===== config.mk =====
export PLATFORM = sky130hd
export DESIGN_NAME = wwdt_top
export DESIGN_NICKNAME = d
export VERILOG_FILES = /design/src/verilog/wwdt_pkg.sv /design/src/verilog/wwdt_divider.sv /design/src/verilog/wwdt_top.sv
export SDC_FILE = /design/constraint.sdc
export NUM_CORES = 1
export LEC_CHECK = 0
export BUFFER_PORTS_ARGS = -buffer_cell sky130_fd_sc_hd__buf_2
export CAP_MARGIN = 20
export CORE_MARGIN = 2
export CORE_UTILIZATION = 55
export CTS_BUF_LIST = sky130_fd_sc_hd__clkbuf_8 sky130_fd_sc_hd__clkbuf_16
export DETAILED_ROUTE_END_ITERATION = 10
export PLACE_DENSITY = 0.79
export SYNTH_ARGS = -nofsm -noshare
export SYNTH_HDL_FRONTEND = slang
export SYNTH_SLANG_ARGS = --single-unit

===== constraint.sdc =====
create_clock -name clk_i -period 3 [get_ports clk_i]
set_input_delay 0.6 -clock clk_i [delete_from_list [all_inputs] [get_ports clk_i]]
set_output_delay 0.6 -clock clk_i [all_outputs]
set_load 0.005 [all_outputs]

===== src/verilog/wwdt_pkg.sv =====
// Constants, field layout and helpers of the windowed watchdog timer.
// Assumes a single 20 MHz clock and a simple strobed register port.
//
// Summary of operation
// - Control writes are ignored entirely unless the key byte holds the key.
// - The reload value field is loaded into the 12-bit down counter.
// - Faults raise the interrupt only while the fault interrupt enable is one.
// - Faults request a watchdog reset only while the reset enable is one.
// - Processor-only select picks processor reset alone, otherwise all resets.
// - A keyed restart at counter not above delta reloads and restarts counter.
// - A keyed restart with counter above delta is a window error instead.
// - With debug halt set the counter stops during debug state.
// - With idle halt set the counter stops during idle mode.
// - The disable bit stops the counter when one; keyed restarts still check the window.
// - The underflow flag is sticky until the status register is read.
// - The window error flag is sticky until the status register is read.
// - The counter decrements on the slow clock divided by 128.
// - Mode accepts one write after reset, which reloads and restarts the counter.
// - An accepted restart reloads the counter and clears the 128 prescaler.
// - Status read or reset clears flags, interrupt and the fault signal.

package wwdt_pkg;

	// ----------------------------------------------------------------
	// Timing
	// ----------------------------------------------------------------
	localparam int unsigned CLK_HZ    = 20_000_000;
	localparam int unsigned SLOW_HZ   = 32_768;
	localparam int unsigned SLOW_DIV  = (CLK_HZ + SLOW_HZ / 2) / SLOW_HZ;
	localparam int unsigned PRESC_DIV = 128;
	localparam int unsigned CNT_W     = 12;

	// ----------------------------------------------------------------
	// Register map
	// ----------------------------------------------------------------
	localparam int unsigned ADDR_W       = 8;
	localparam int unsigned DATA_W       = 32;
	localparam logic [7:0]  OFS_CONTROL  = 8'h00;
	localparam logic [7:0]  OFS_MODE     = 8'h04;
	localparam logic [7:0]  OFS_STATUS   = 8'h08;
	localparam logic [7:0]  OFS_IRQ_MASK = 8'h0C;
	localparam logic [7:0]  OFS_COUNT    = 8'h10;

	// ----------------------------------------------------------------
	// Fields
	// ----------------------------------------------------------------
	localparam int unsigned KEY_LSB      = 24;
	localparam logic [7:0]  KEY_VALUE    = 8'hA5;
	localparam int unsigned CTRL_RESTART = 0;
	localparam int unsigned MODE_RELOAD  = 0;
	localparam int unsigned MODE_IRQ_EN  = 12;
	localparam int unsigned MODE_RST_EN  = 13;
	localparam int unsigned MODE_PROC    = 14;
	localparam int unsigned MODE_DIS     = 15;
	localparam int unsigned MODE_DELTA   = 16;
	localparam int unsigned MODE_DBG     = 28;
	localparam int unsigned MODE_IDLE    = 29;
	localparam logic [31:0] MODE_MASK    = 32'h3FFF_FFFF;
	localparam logic [31:0] MODE_RESET   = 32'h3FFF_2FFF;
	localparam int unsigned STAT_UNF     = 0;
	localparam int unsigned STAT_ERR     = 1;
	localparam int unsigned STAT_W       = 2;
	localparam logic [1:0]  IRQ_MASK_RST = 2'h3;

	typedef enum logic [1:0] {
		WWDT_RUN  = 2'b00,
		WWDT_HALT = 2'b01,
		WWDT_OFF  = 2'b11
	} wwdt_state_t;

	function automatic logic wwdt_hit(input logic [7:0] addr, input logic [7:0] ofs);
		wwdt_hit = (addr == ofs);
	endfunction : wwdt_hit

endpackage : wwdt_pkg


===== src/verilog/wwdt_divider.sv =====
// Enable-driven divider that emits one-cycle tick pulses.
// Assumes clear and enable come from the same clock domain.

module wwdt_divider
	import wwdt_pkg::*;
#(
	parameter int unsigned DIV = PRESC_DIV
) (
	input  wire logic clk_i,
	input  wire logic rst_i,
	input  wire logic clear_i,
	input  wire logic enable_i,
	output logic      tick_o
);

	localparam int unsigned W = (DIV > 1) ? $clog2(DIV) : 1;

	logic [W-1:0] count;
	logic [W-1:0] next_count;
	logic         next_tick;

	always_comb begin
		next_count = count;
		next_tick  = 1'b0;
		if (clear_i) begin
			next_count = '0;
		end else if (enable_i) begin
			if (count == W'(DIV - 1)) begin
				next_count = '0;
				next_tick  = 1'b1;
			end else begin
				next_count = count + W'(1);
			end
		end
	end

	always_ff @(posedge clk_i) begin
		if (rst_i) begin
			count  <= '0;
			tick_o <= 1'b0;
		end else begin
			count  <= next_count;
			tick_o <= next_tick;
		end
	end

endmodule : wwdt_divider


===== src/verilog/wwdt_top.sv =====
// Windowed watchdog timer: register port, counter, flags and fault outputs.
// Assumes rst_i is the processor reset and all inputs are synchronous to clk_i.

module wwdt_top
	import wwdt_pkg::*;
#(
	parameter int unsigned SLOW_DIV_P  = SLOW_DIV,
	parameter int unsigned PRESC_DIV_P = PRESC_DIV
) (
	input  wire logic              clk_i,
	input  wire logic              rst_i,
	input  wire logic [ADDR_W-1:0] addr_i,
	input  wire logic [DATA_W-1:0] wdata_i,
	input  wire logic              wr_i,
	input  wire logic              rd_i,
	output logic      [DATA_W-1:0] rdata_o,
	input  wire logic              debug_state_i,
	input  wire logic              idle_mode_i,
	output logic                   irq_o,
	output logic                   fault_o,
	output logic                   fault_proc_only_o
);

	// ----------------------------------------------------------------
	// Decode
	// ----------------------------------------------------------------
	logic [31:0]       mode;
	logic              mode_written;
	logic [CNT_W-1:0]  count;
	wwdt_state_t       cnt_state;
	logic [STAT_W-1:0] status;
	logic [STAT_W-1:0] irq_mask;
	logic              slow_tick;
	logic              presc_tick;

	logic [CNT_W-1:0] reload;
	logic [CNT_W-1:0] delta;
	logic             ctrl_wr;
	logic             mode_wr;
	logic             mask_wr;
	logic             stat_rd;
	logic             key_ok;
	logic             restart_cmd;
	logic             restart_ok;
	logic             win_err;
	logic             mode_accept;
	logic             running;
	logic             underflow;

	assign reload      = mode[MODE_RELOAD +: CNT_W];
	assign delta       = mode[MODE_DELTA +: CNT_W];
	assign ctrl_wr     = wr_i && wwdt_hit(addr_i, OFS_CONTROL);
	assign mode_wr     = wr_i && wwdt_hit(addr_i, OFS_MODE);
	assign mask_wr     = wr_i && wwdt_hit(addr_i, OFS_IRQ_MASK);
	assign stat_rd     = rd_i && wwdt_hit(addr_i, OFS_STATUS);
	assign key_ok      = (wdata_i[KEY_LSB +: 8] == KEY_VALUE);
	assign restart_cmd = ctrl_wr && key_ok && wdata_i[CTRL_RESTART];
	assign restart_ok  = restart_cmd && (count <= delta);
	assign win_err     = restart_cmd && (count > delta);
	assign mode_accept = mode_wr && !mode_written;
	assign running     = (cnt_state == WWDT_RUN);
	assign underflow   = running && presc_tick && (count == {CNT_W{1'b0}});

	// ----------------------------------------------------------------
	// Clock dividers
	// ----------------------------------------------------------------
	wwdt_divider #(
		.DIV (SLOW_DIV_P)
	) u_slow_div (
		.clk_i    (clk_i),
		.rst_i    (rst_i),
		.clear_i  (1'b0),
		.enable_i (1'b1),
		.tick_o   (slow_tick)
	);

	// The prescaler pauses with the counter so a halt does not shorten a period.
	wwdt_divider #(
		.DIV (PRESC_DIV_P)
	) u_presc_div (
		.clk_i    (clk_i),
		.rst_i    (rst_i),
		.clear_i  (restart_ok || mode_accept),
		.enable_i (slow_tick && running),
		.tick_o   (presc_tick)
	);

	// ----------------------------------------------------------------
	// Mode register
	// ----------------------------------------------------------------
	logic [31:0] next_mode;
	logic        next_mode_written;

	always_comb begin
		next_mode         = mode;
		next_mode_written = mode_written;
		if (mode_accept) begin
			next_mode         = wdata_i & MODE_MASK;
			next_mode_written = 1'b1;
		end
	end

	always_ff @(posedge clk_i) begin
		if (rst_i) begin
			mode         <= MODE_RESET;
			mode_written <= 1'b0;
		end else begin
			mode         <= next_mode;
			mode_written <= next_mode_written;
		end
	end

	// ----------------------------------------------------------------
	// Counter and run state
	// ----------------------------------------------------------------
	logic [CNT_W-1:0] next_count;
	wwdt_state_t      next_state;

	always_comb begin
		next_count = count;
		if (mode_accept) begin
			next_count = wdata_i[MODE_RELOAD +: CNT_W];
		end else if (restart_ok || underflow) begin
			next_count = reload;
		end else if (running && presc_tick) begin
			next_count = count - CNT_W'(1);
		end
	end

	always_comb begin
		case (cnt_state)
			WWDT_RUN, WWDT_HALT, WWDT_OFF: begin
				if (mode[MODE_DIS]) begin
					next_state = WWDT_OFF;
				end else if (mode[MODE_DBG] && debug_state_i) begin
					next_state = WWDT_HALT;
				end else if (mode[MODE_IDLE] && idle_mode_i) begin
					next_state = WWDT_HALT;
				end else begin
					next_state = WWDT_RUN;
				end
			end
			default: begin
				next_state = WWDT_OFF;
			end
		endcase
	end

	always_ff @(posedge clk_i) begin
		if (rst_i) begin
			count     <= {CNT_W{1'b1}};
			cnt_state <= WWDT_RUN;
		end else begin
			count     <= next_count;
			cnt_state <= next_state;
		end
	end

	// ----------------------------------------------------------------
	// Status, interrupt, fault and read data
	// ----------------------------------------------------------------
	logic [STAT_W-1:0] next_status;
	logic [STAT_W-1:0] next_mask;
	logic              next_irq;
	logic              next_fault;
	logic              next_fault_proc;
	logic [DATA_W-1:0] next_rdata;

	always_comb begin
		next_status = status;
		next_fault  = fault_o;
		if (stat_rd) begin
			next_status = '0;
			next_fault  = 1'b0;
		end
		if (underflow) begin
			next_status[STAT_UNF] = 1'b1;
		end
		if (win_err) begin
			next_status[STAT_ERR] = 1'b1;
		end
		if ((underflow || win_err) && mode[MODE_RST_EN]) begin
			next_fault = 1'b1;
		end
		next_mask       = mask_wr ? wdata_i[STAT_W-1:0] : irq_mask;
		next_irq        = mode[MODE_IRQ_EN] && |(next_status & irq_mask);
		next_fault_proc = next_fault && mode[MODE_PROC];
	end

	always_comb begin
		next_rdata = '0;
		if (rd_i) begin
			case (addr_i)
				OFS_MODE:     next_rdata = mode;
				OFS_STATUS:   next_rdata = {{(DATA_W - STAT_W){1'b0}}, status};
				OFS_IRQ_MASK: next_rdata = {{(DATA_W - STAT_W){1'b0}}, irq_mask};
				OFS_COUNT:    next_rdata = {{(DATA_W - CNT_W){1'b0}}, count};
				default:      next_rdata = '0;
			endcase
		end
	end

	always_ff @(posedge clk_i) begin
		if (rst_i) begin
			status            <= '0;
			irq_mask          <= IRQ_MASK_RST;
			irq_o             <= 1'b0;
			fault_o           <= 1'b0;
			fault_proc_only_o <= 1'b0;
			rdata_o           <= '0;
		end else begin
			status            <= next_status;
			irq_mask          <= next_mask;
			irq_o             <= next_irq;
			fault_o           <= next_fault;
			fault_proc_only_o <= next_fault_proc;
			rdata_o           <= next_rdata;
		end
	end
endmodule : wwdt_top

## Word level (Yosys, flattened, before mapping)

Index checks and enable logic that the tools add are counted.

| operators by class | value |
|---|---|
| muxes and demuxes | 16 |
| $lt $le $gt $ge | 2 |
| bitwise operators | 3 |
| eq/ne operators | 9 |
| add/sub/neg operators | 3 |
| reductions and logical operators | 31 |

Operators by type and width:

| cell | count |
|---|---|
| $pmux W30 S4 | 1 |
| $mux W12 | 3 |
| $logic_and A1 B1 Y1 | 17 |
| $eq A8 B4 Y1 const B | 2 |
| $gt A12 B12 Y1 | 1 |
| $le A12 B12 Y1 | 1 |
| $logic_not A12 Y1 | 1 |
| $sub A12 B1 Y12 const B | 1 |
| $add A10 B1 Y10 const B | 1 |
| $eq A10 B10 Y1 const B | 1 |
| $eq A8 B3 Y1 const B | 1 |
| $eq A8 B5 Y1 const B | 1 |
| $eq A8 B8 Y1 const B | 1 |
| $logic_not A8 Y1 | 1 |
| $mux W1 | 8 |
| $reduce_or A2 Y1 | 4 |
| $add A7 B1 Y7 const B | 1 |
| $eq A7 B7 Y1 const B | 1 |
| $mux W7 | 1 |
| $mux W2 | 3 |
| $reduce_or A3 Y1 | 2 |
| $logic_or A1 B1 Y1 | 3 |
| $reduce_bool A3 Y1 | 1 |
| $and A2 B2 Y2 | 1 |
| 5 further kinds | 6 |

| storage, ports and cells | value |
|---|---|
| bits in registers | 103 |
| logic and storage cells | 78 |
| input port bits | 46 |

## Longest topological paths before layout

Gate-level depths: netlist of run 1.

| depth | value |
|---|---|
| depth in word-level cells | 9 |
| mapped depth | 11 |
| depth with buffers taken out | 10 |

## Hierarchy

Synthesis of run 1 repeated with hierarchy kept, for this count alone.

| unflattened totals | value |
|---|---|
| cell total of the unflattened synthesis | 496 |
| area total of the unflattened synthesis | 4461.8 um2 |

Modules (own cells, without submodules):

| module | times used | area an instance (um2) | cells each | sequential area each (um2) |
|---|---|---|---|---|
| wwdt_top | 1 | 3606.0 | 407 | 1641.6 |
| wwdt_divider at u_slow_div | 1 | 531.8 | 55 | 220.2 |
| wwdt_divider at u_presc_div | 1 | 324.1 | 34 | 160.2 |

## Least setup slack after synthesis of run 1

Ideal clock, no wire load.

| timing | value |
|---|---|
| path kind | flip-flop to flip-flop |
| from | reg count[10] |
| to | reg count[5] |
| slack | 637 ps |
| setup time | 120 ps |
| data required time | 2880 ps |
| arrival time | 2244 ps |
| stages on the path, launching flop included | 11 |
| cells stage by stage | dfxtp_1 ha_1 nand4_1 or2_1 a21o_1 a31o_2 a21o_1 buf_2 a32oi_1 a21oi_1 a211o_1 |

| between the ends | value |
|---|---|
| longest elaborated chain between the ends | 5 |
| elaborated cells on any way between the ends | 8 |
| classes of those cells | order compare: 1; mux: 2; reduce/logical: 5 |

RTL lines:

| item | line | source |
|---|---|---|
| start, declared | wwdt_top.sv:29 | `logic [CNT_W-1:0] count;` |
| start signal, assigned | wwdt_top.sv:151 | `count <= {CNT_W{1'b1}};` |
| start signal, assigned | wwdt_top.sv:154 | `count <= next_count;` |
| $le A12 B12 Y1 or $logic_not A12 Y1 (tied branches) | wwdt_top.sv:58, wwdt_top.sv:62 |  |
| $logic_and A1 B1 Y1, on equally long branches | wwdt_top.sv:58, wwdt_top.sv:62 |  |
| $logic_or A1 B1 Y1 (*) | wwdt_top.sv:123 | `end else if (restart_ok \|\| underflow) begin` |
| $mux W12 | wwdt_top.sv:123 |  |
| $mux W12 | wwdt_top.sv:121 | `if (mode_accept) begin` |

Mark *: on every way between the ends. The rest lies on a longest branch, timed or not.
A chain may end at the register's enable or synchronous reset.

## Worst setup path after layout of run 1

| timing | value |
|---|---|
| from | reg count[0] |
| to | reg count[5] |

| between the ends | value |
|---|---|
| longest elaborated chain between the ends | 5 |
| elaborated cells on any way between the ends | 10 |
| classes of those cells | add/sub: 1; order compare: 1; mux: 3; reduce/logical: 5 |

RTL lines:

| item | line |
|---|---|
| $le A12 B12 Y1 or $logic_not A12 Y1 (tied branches) | wwdt_top.sv:58, wwdt_top.sv:62 |
| $logic_and A1 B1 Y1, on equally long branches | wwdt_top.sv:58, wwdt_top.sv:62 |
| $logic_or A1 B1 Y1 | wwdt_top.sv:123 |
| $mux W12 | wwdt_top.sv:123 |
| $mux W12 | wwdt_top.sv:121 |

Several ways; a longest one is shown, not always the timed one. The select of a mux whose other input is x is not followed.

==> results of run 1 <==
==> placed cells by master (no fill, tap or decap), drive strengths merged, types with 11 or more instances in the layout <==
master / count
ha: 16
nor2: 50
a21oi: 30
nand3: 17
dfxtp: 101
o21ai: 16
nand2: 69
inv: 22
buf: 92
a22oi: 11
and2: 21
o211ai: 14
==> worst max-delay path by stage <==
stage               from        end  slack (ns)  cells past startpoint
3_5_place_dp    count[0]   count[7]        0.24                      9
3_3_place_gp    count[0]  count[11]        0.32                     10
4_1_cts         count[0]   count[7]        0.20                      9
2_1_floorplan  count[10]   count[5]        0.64                     10
5_1_grt         count[0]   count[2]        0.12                     10
6_report        count[0]   count[5]        0.32                     10
==> power by group <==
| group | leakage (nW) | internal, mW | switching [mW] | total, mW |
|---|---|---|---|---|
| clock network | 0.0986 | 0.325 | 0.518 | 0.843 |
| registers | 0.816 | 1.35 | 0.00541 | 1.35 |
| logic | 1.41 | 0.0367 | 0.0472 | 0.0839 |
==> worst max-delay path: cells and delay by family, from the launching register on <==
kind	cells	cell delay, ns
AND/OR/NAND/NOR	4	1.14
AO/OA/AOI/OAI	4	0.73
flip-flops	1	0.35
adder cells (fa/ha/maj)	1	0.21
buffers and inverters	1	0.15
==> area by class of cell <==
class	instances	area [um^2]	share of cell area, %
multi-input combinational	342	2100	42.0
sequential	101	2020	40.4
timing repair buffer	92	495	9.90
tap	102	128	2.55
clock buffer	9	124	2.48
clock inverter	7	66.3	1.33
inverter	17	63.8	1.28
==> cells by family (layout without fill, tap and decap cells) <==
group | after synthesis | in the layout | synth area share, %
muxes | 6 | 6 | 1.46
adders and majority gates | 16 | 16 | 4.68
AOI/OAI and AO/OA | 97 | 97 | 15.0
and+or+nand+nor | 205 | 205 | 24.2
buffers and inverters | 41 | 125 | 3.98
xor gates and xnor gates | 16 | 16 | 3.27
DFF | 101 | 101 | 47.3
other | 1 | 2 | 0.0876
==> stage by stage <==
| stage | setup slack (ns) | cells | util (%) | hold WS, ns |
|---|---|---|---|---|
| after CTS | 0.199 | 668 | 65.1 | 0.422 |
| after global routing | 0.118 | 670 | 65.4 | 0.425 |
| after detailed placement | 0.245 | 652 | 62.6 | 0.445 |
| final | 0.324 | 670 | 65.4 | 0.420 |
| after global placement | 0.320 | 652 | 62.6 | 0.439 |
| after floorplan | 0.637 | 484 | - | 0.430 |
==> registers in the layout (all words and copies together), names as in the netlist <==
name and flops:
cnt_state 2, count 12, fault_o 1, fault_proc_only_o 1, irq_mask 2, irq_o 1, mode 30, mode_written 1
rdata_o 30, status 2, u_presc_div.count 7, u_presc_div.tick_o 1, u_slow_div.count 10, u_slow_div.tick_o 1
==> repair_timing <==
item,in CTS,in global routing
setup buffers,0,2
resized for setup,0,3
setup endpoints to repair,0,6
endpoints found under the hold margin,0,0
==> routing by layer <==
metal	track usage, %	vias to the layer above	part of all wire [%]
li1	-	1845	-
met1	32.7	1753	45
met2	41.2	132	46
met3	4.77	17	6.3
met4	11.2	0	2.2
met5	0	-	0
==> reports/metrics.cfg, run 1 <==
[setup_path]
worst_setup_path_end_kind=flip-flop
crit-reg2reg-launch=count[0]
cp.arrival_ns=2.95
worstSetupPathType=reg2reg
crit_chain=inv_1 -> ha_1 -> nor3b_2 -> nor3b_4 -> nand3_1 -> nor4_4 -> a211oi_1 -> a32oi_1 -> a21oi_1 -> a211o_1
wp_data_required_ns=3.28
setup.worst_path.start_class=flip-flop
critPathMaxFanout=6
cpMaxStageDelayCell=nor4_4
worst_path_largest_cell_delay_ns=0.41
worst_reg_to_reg_cells=10
timing.reg2reg.setup_slack_ns=0.32
r2r-end=count[5]

[logic_synthesis]
netlist_instances=483
netlist.area_leader.share_pct=47.3
synthFlopType=dfxtp_1
netlist_top_cells_area=dfxtp_1, nand2_1, ha_1
netlist.top_cell.by_area=dfxtp_1
yosys_warning_total=0
yosys-top-cells-count=dfxtp_1, nand2_1, nor2_1, a21oi_1, and2_1
synthesis.area_per_instance_um2=8.86
synth-async-reset-ratio_pct=0
synth.yosys.seq_area_share_pct=47.3
yosysUniqueCellTypes=58
synth_area_um2=4280
synthMostInstantiatedCell=dfxtp_1
synth_enable_flop_cells=0
postSynthRegisterBits=101

[min_path]
hold_path.startpoint=wdata_i[16]
type_of_the_worst_min_delay_path=in2reg
hold-path-endpoint=mode[16]
min_delay_path_depth=3

[place]
placement.cell_area_um2=4780
gp_routability_congestion=0.887
place.detailed.hpwl_um=7400
io_buffers=78

[floorplan]
core.rowCount=32
placeableCoreArea_um2=7650
fp.dieW_um=92.2
io-pin-count=81
die_height_um=92.2
initial_core_util_pct=56.0
die_area_um2=8500

[pwr]
vdd_drop_max_v=0.000251
power.leakage_nw=2.33
power.density_nw_per_um2=455
totalPowerFinal_mw=2.28

[sta]
clock-skew-final_ns=0.0126
rsz0062_at_grt=no
fin_crit_ns=2.68
final-setup-viol-count=0
slew_headroom_pct=55.0
report.final.hold_viol_count=0
setup_total_negative_slack_ns=0
total_count_of_max_transition_violations_in_the_final_report=0
period_share_pct=89.2
worst_pin_slew_ns=0.673
achievable_freq_mhz=374

[global_routing]
grt_max_degree=28
number_of_global_route_vias_before_repair=3712
groute.usage.overall_pct=25.3
grt_overflow_total=0
wire_length_of_the_first_global_routing_pass_um=17000
antenna_found_initial=0

[clocking]
tritoncts_clock_tree=done
ctsRootBufferMaster=clkbuf_8
clk_pin_slew_ns=0.11
cts.sinks=101
insertion_delay_ns=0.38
cts_max_path_buffers=2
cts_hold_buf=0
cts_max_level=3
cts-buffers-inserted=9

[drt]
drt_drc_violations_left=0
postRouteAntennaNets=0
vias=3747
post_drt_wl_per_cell_um=15.2
vias_per_cell=5.59
first_pass_detailed_route_iteration_total=4
detail_route.wirelength_um=10200
first_iter_violations=267

[finish]
n_fill_cell=658
antenna_cells=0
nNetsFinal=625
design_area_um2=5000
layout-drive-gt1-share_pct=22.0
area_delta_synth_final_pct=16.9

[run_status]
status=finished, final reports clean

[flow_run]
max-cap-violations=0

Power figures use the tool's default switching activity.
==> inputs of run 2 (changes only) <==
==> constraint.sdc (replaced) <==
create_clock -name clk_i -period 2.9 [get_ports clk_i]
set_input_delay 0.58 -clock clk_i [delete_from_list [all_inputs] [get_ports clk_i]]
set_output_delay 0.58 -clock clk_i [all_outputs]
set_load 0.005 [all_outputs]
==> reports/metrics.cfg, run 2 (synthesis results as in run 1) <==
[drt]
first_iter_violations=227
post_drt_wl_per_cell_um=15.3
vias_per_cell=5.60
first_pass_detailed_route_iteration_total=5
detail_route.wirelength_um=10200
drt_drc_violations_left=0
postRouteAntennaNets=0
vias=3750

[setup_path]
worst_reg_to_reg_cells=9
setup.worst_path.end=count[0]
setup.worst_path.start_class=flip-flop
worst_path_dominant_cell_family=compound AO/OA/AOI/OAI gates
timing.reg2reg.setup_slack_ns=0.20
worst_setup_path_end_kind=flip-flop
critical_path_buf_inv_count=1
r2r-end=count[0]
worst_path_largest_cell_delay_ns=0.59
worstSetupPathType=reg2reg
cp.arrival_ns=3.00
cp-startpoint=count[9]
crit_chain=ha_1 -> nand4_1 -> or2_1 -> a21o_1 -> a31o_2 -> a211oi_1 -> buf_4 -> a21oi_1 -> o221ai_1
cpMaxStageDelayCell=a211oi_1
cp_num_cells=9
crit-reg2reg-launch=count[9]
critPathMaxFanout=9
wp_data_required_ns=3.19

[place]
place.detailed.instances=654
place.detailed.hpwl_um=7530
gp_routability_congestion=0.915
io_buffers=78

[sta]
worst_pin_slew_ns=0.654
clock-skew-final_ns=0.00933
final-setup-viol-count=0
period_share_pct=93.3
setup_total_negative_slack_ns=0
slew_headroom_pct=56.2
rsz0062_at_grt=no
fin_crit_ns=2.70
report.final.hold_viol_count=0
achievable_freq_mhz=370
total_count_of_max_transition_violations_in_the_final_report=0

[clocking]
cts-buffers-inserted=9
cts_max_path_buffers=2
cts_hold_buf=0
clk_pin_slew_ns=0.10
ctsRootBufferMaster=clkbuf_8
cts.sinks=101
tritoncts_clock_tree=done
insertion_delay_ns=0.37
cts_max_level=3

[finish]
n_fill_cell=677
nNetsFinal=625
stdcell_count=670
antenna_cells=0
largest_registers=mode x30, rdata_o x30, count x12
final_common_cell=dfxtp_1
final_cell_mix=dfxtp_1, buf_2, nand2_1
area_delta_synth_final_pct=16.7
layout-drive-gt1-share_pct=22.0

[pwr]
power.density_nw_per_um2=468
power_frac_clock_pct=36.4
cell_internal_pwr_mw=1.76
power.leakage_nw=2.30
vdd_drop_max_v=0.000337
p_comb_share_pct=3.7
switching_power_mw=0.573
swShare_pct=24.5
power.sequential.fraction_pct=59.8

[global_routing]
grt_overflow_total=0
antenna_found_initial=0
groute.usage.overall_pct=24.5
wire_length_of_the_first_global_routing_pass_um=16600
grt_max_degree=29
number_of_global_route_vias_before_repair=3491

[floorplan]
initial_core_util_pct=56.0
core.rowCount=32
placeableCoreArea_um2=7650
die_area_um2=8500
io-pin-count=81
die_height_um=92.2
fp.dieW_um=92.2

[run_status]
status=finished, final reports clean

[flow_run]
max-cap-violations=0

[min_path]
type_of_the_worst_min_delay_path=in2reg

run 2: layout make-up:
cell class	count	area, um^2	share of cell area, %
sequential	101	2020	40.5
multi-input combinational	342	2100	42.0
timing repair buffer	92	495	9.92
inverter	17	63.8	1.28
tap	102	128	2.56
clock inverter	7	65.1	1.30
clock buffer	9	124	2.48
run 2: routing by layer:
metal / vias to the layer above / share of wire, % / GRT usage (%)
met5: - / 0 / 0
met1: 1747 / 45 / 33.4
met3: 10 / 7.7 / 4.77
li1: 1844 / - / -
met2: 149 / 46 / 39.2
met4: 0 / 1.4 / 8.21
run 2: timing repair:
action | CTS | global route
endpoints found under the setup margin | 0 | 2
setup buffers | 0 | 0
hold endpoints to repair | 0 | 0
gates resized for setup | 0 | 2
run 2: worst min-delay path, cell delays in order:
cell,delay (ns)
buf_2,0.07
nand2_1,0.04
nand3_1,0.06
run 2: worst min path at each step:
stage                        endpoint  depth (start not counted)         from  slack [ns]
after floorplan           rdata_o[17]                          1     mode[17]        0.43
after global placement    rdata_o[19]                          1     mode[19]        0.44
after detailed placement  rdata_o[26]                          1     mode[26]        0.44
after CTS                    mode[13]                          3  wdata_i[13]        0.41
after global routing         mode[13]                          3  wdata_i[13]        0.41
final                        mode[13]                          3  wdata_i[13]        0.42
run 2: power groups by stage:
stage / Combinational (mW) / Clock (mW) / Sequential [mW]
CTS: 0.0866 / 0.871 / 1.40
detailed placement: 0.0861 / 0 / 1.43
global placement: 0.0836 / 0 / 1.43
global route: 0.0966 / 0.920 / 1.40
finish: 0.0875 / 0.851 / 1.40
floorplan: 0.0389 / 0 / 1.43
run 2: per-stage QoR:
step	cell area [um^2]	util (%)	hold WS, ns	total power [mW]	setup WS (ns)
floorplan	4280	-	0.430	1.47	0.537
global placement	4800	62.8	0.438	1.51	0.288
detailed placement	4800	62.8	0.440	1.52	0.189
CTS	4990	65.2	0.412	2.36	0.189
global route	4990	65.3	0.413	2.42	0.0351
finish	4990	65.3	0.416	2.34	0.195
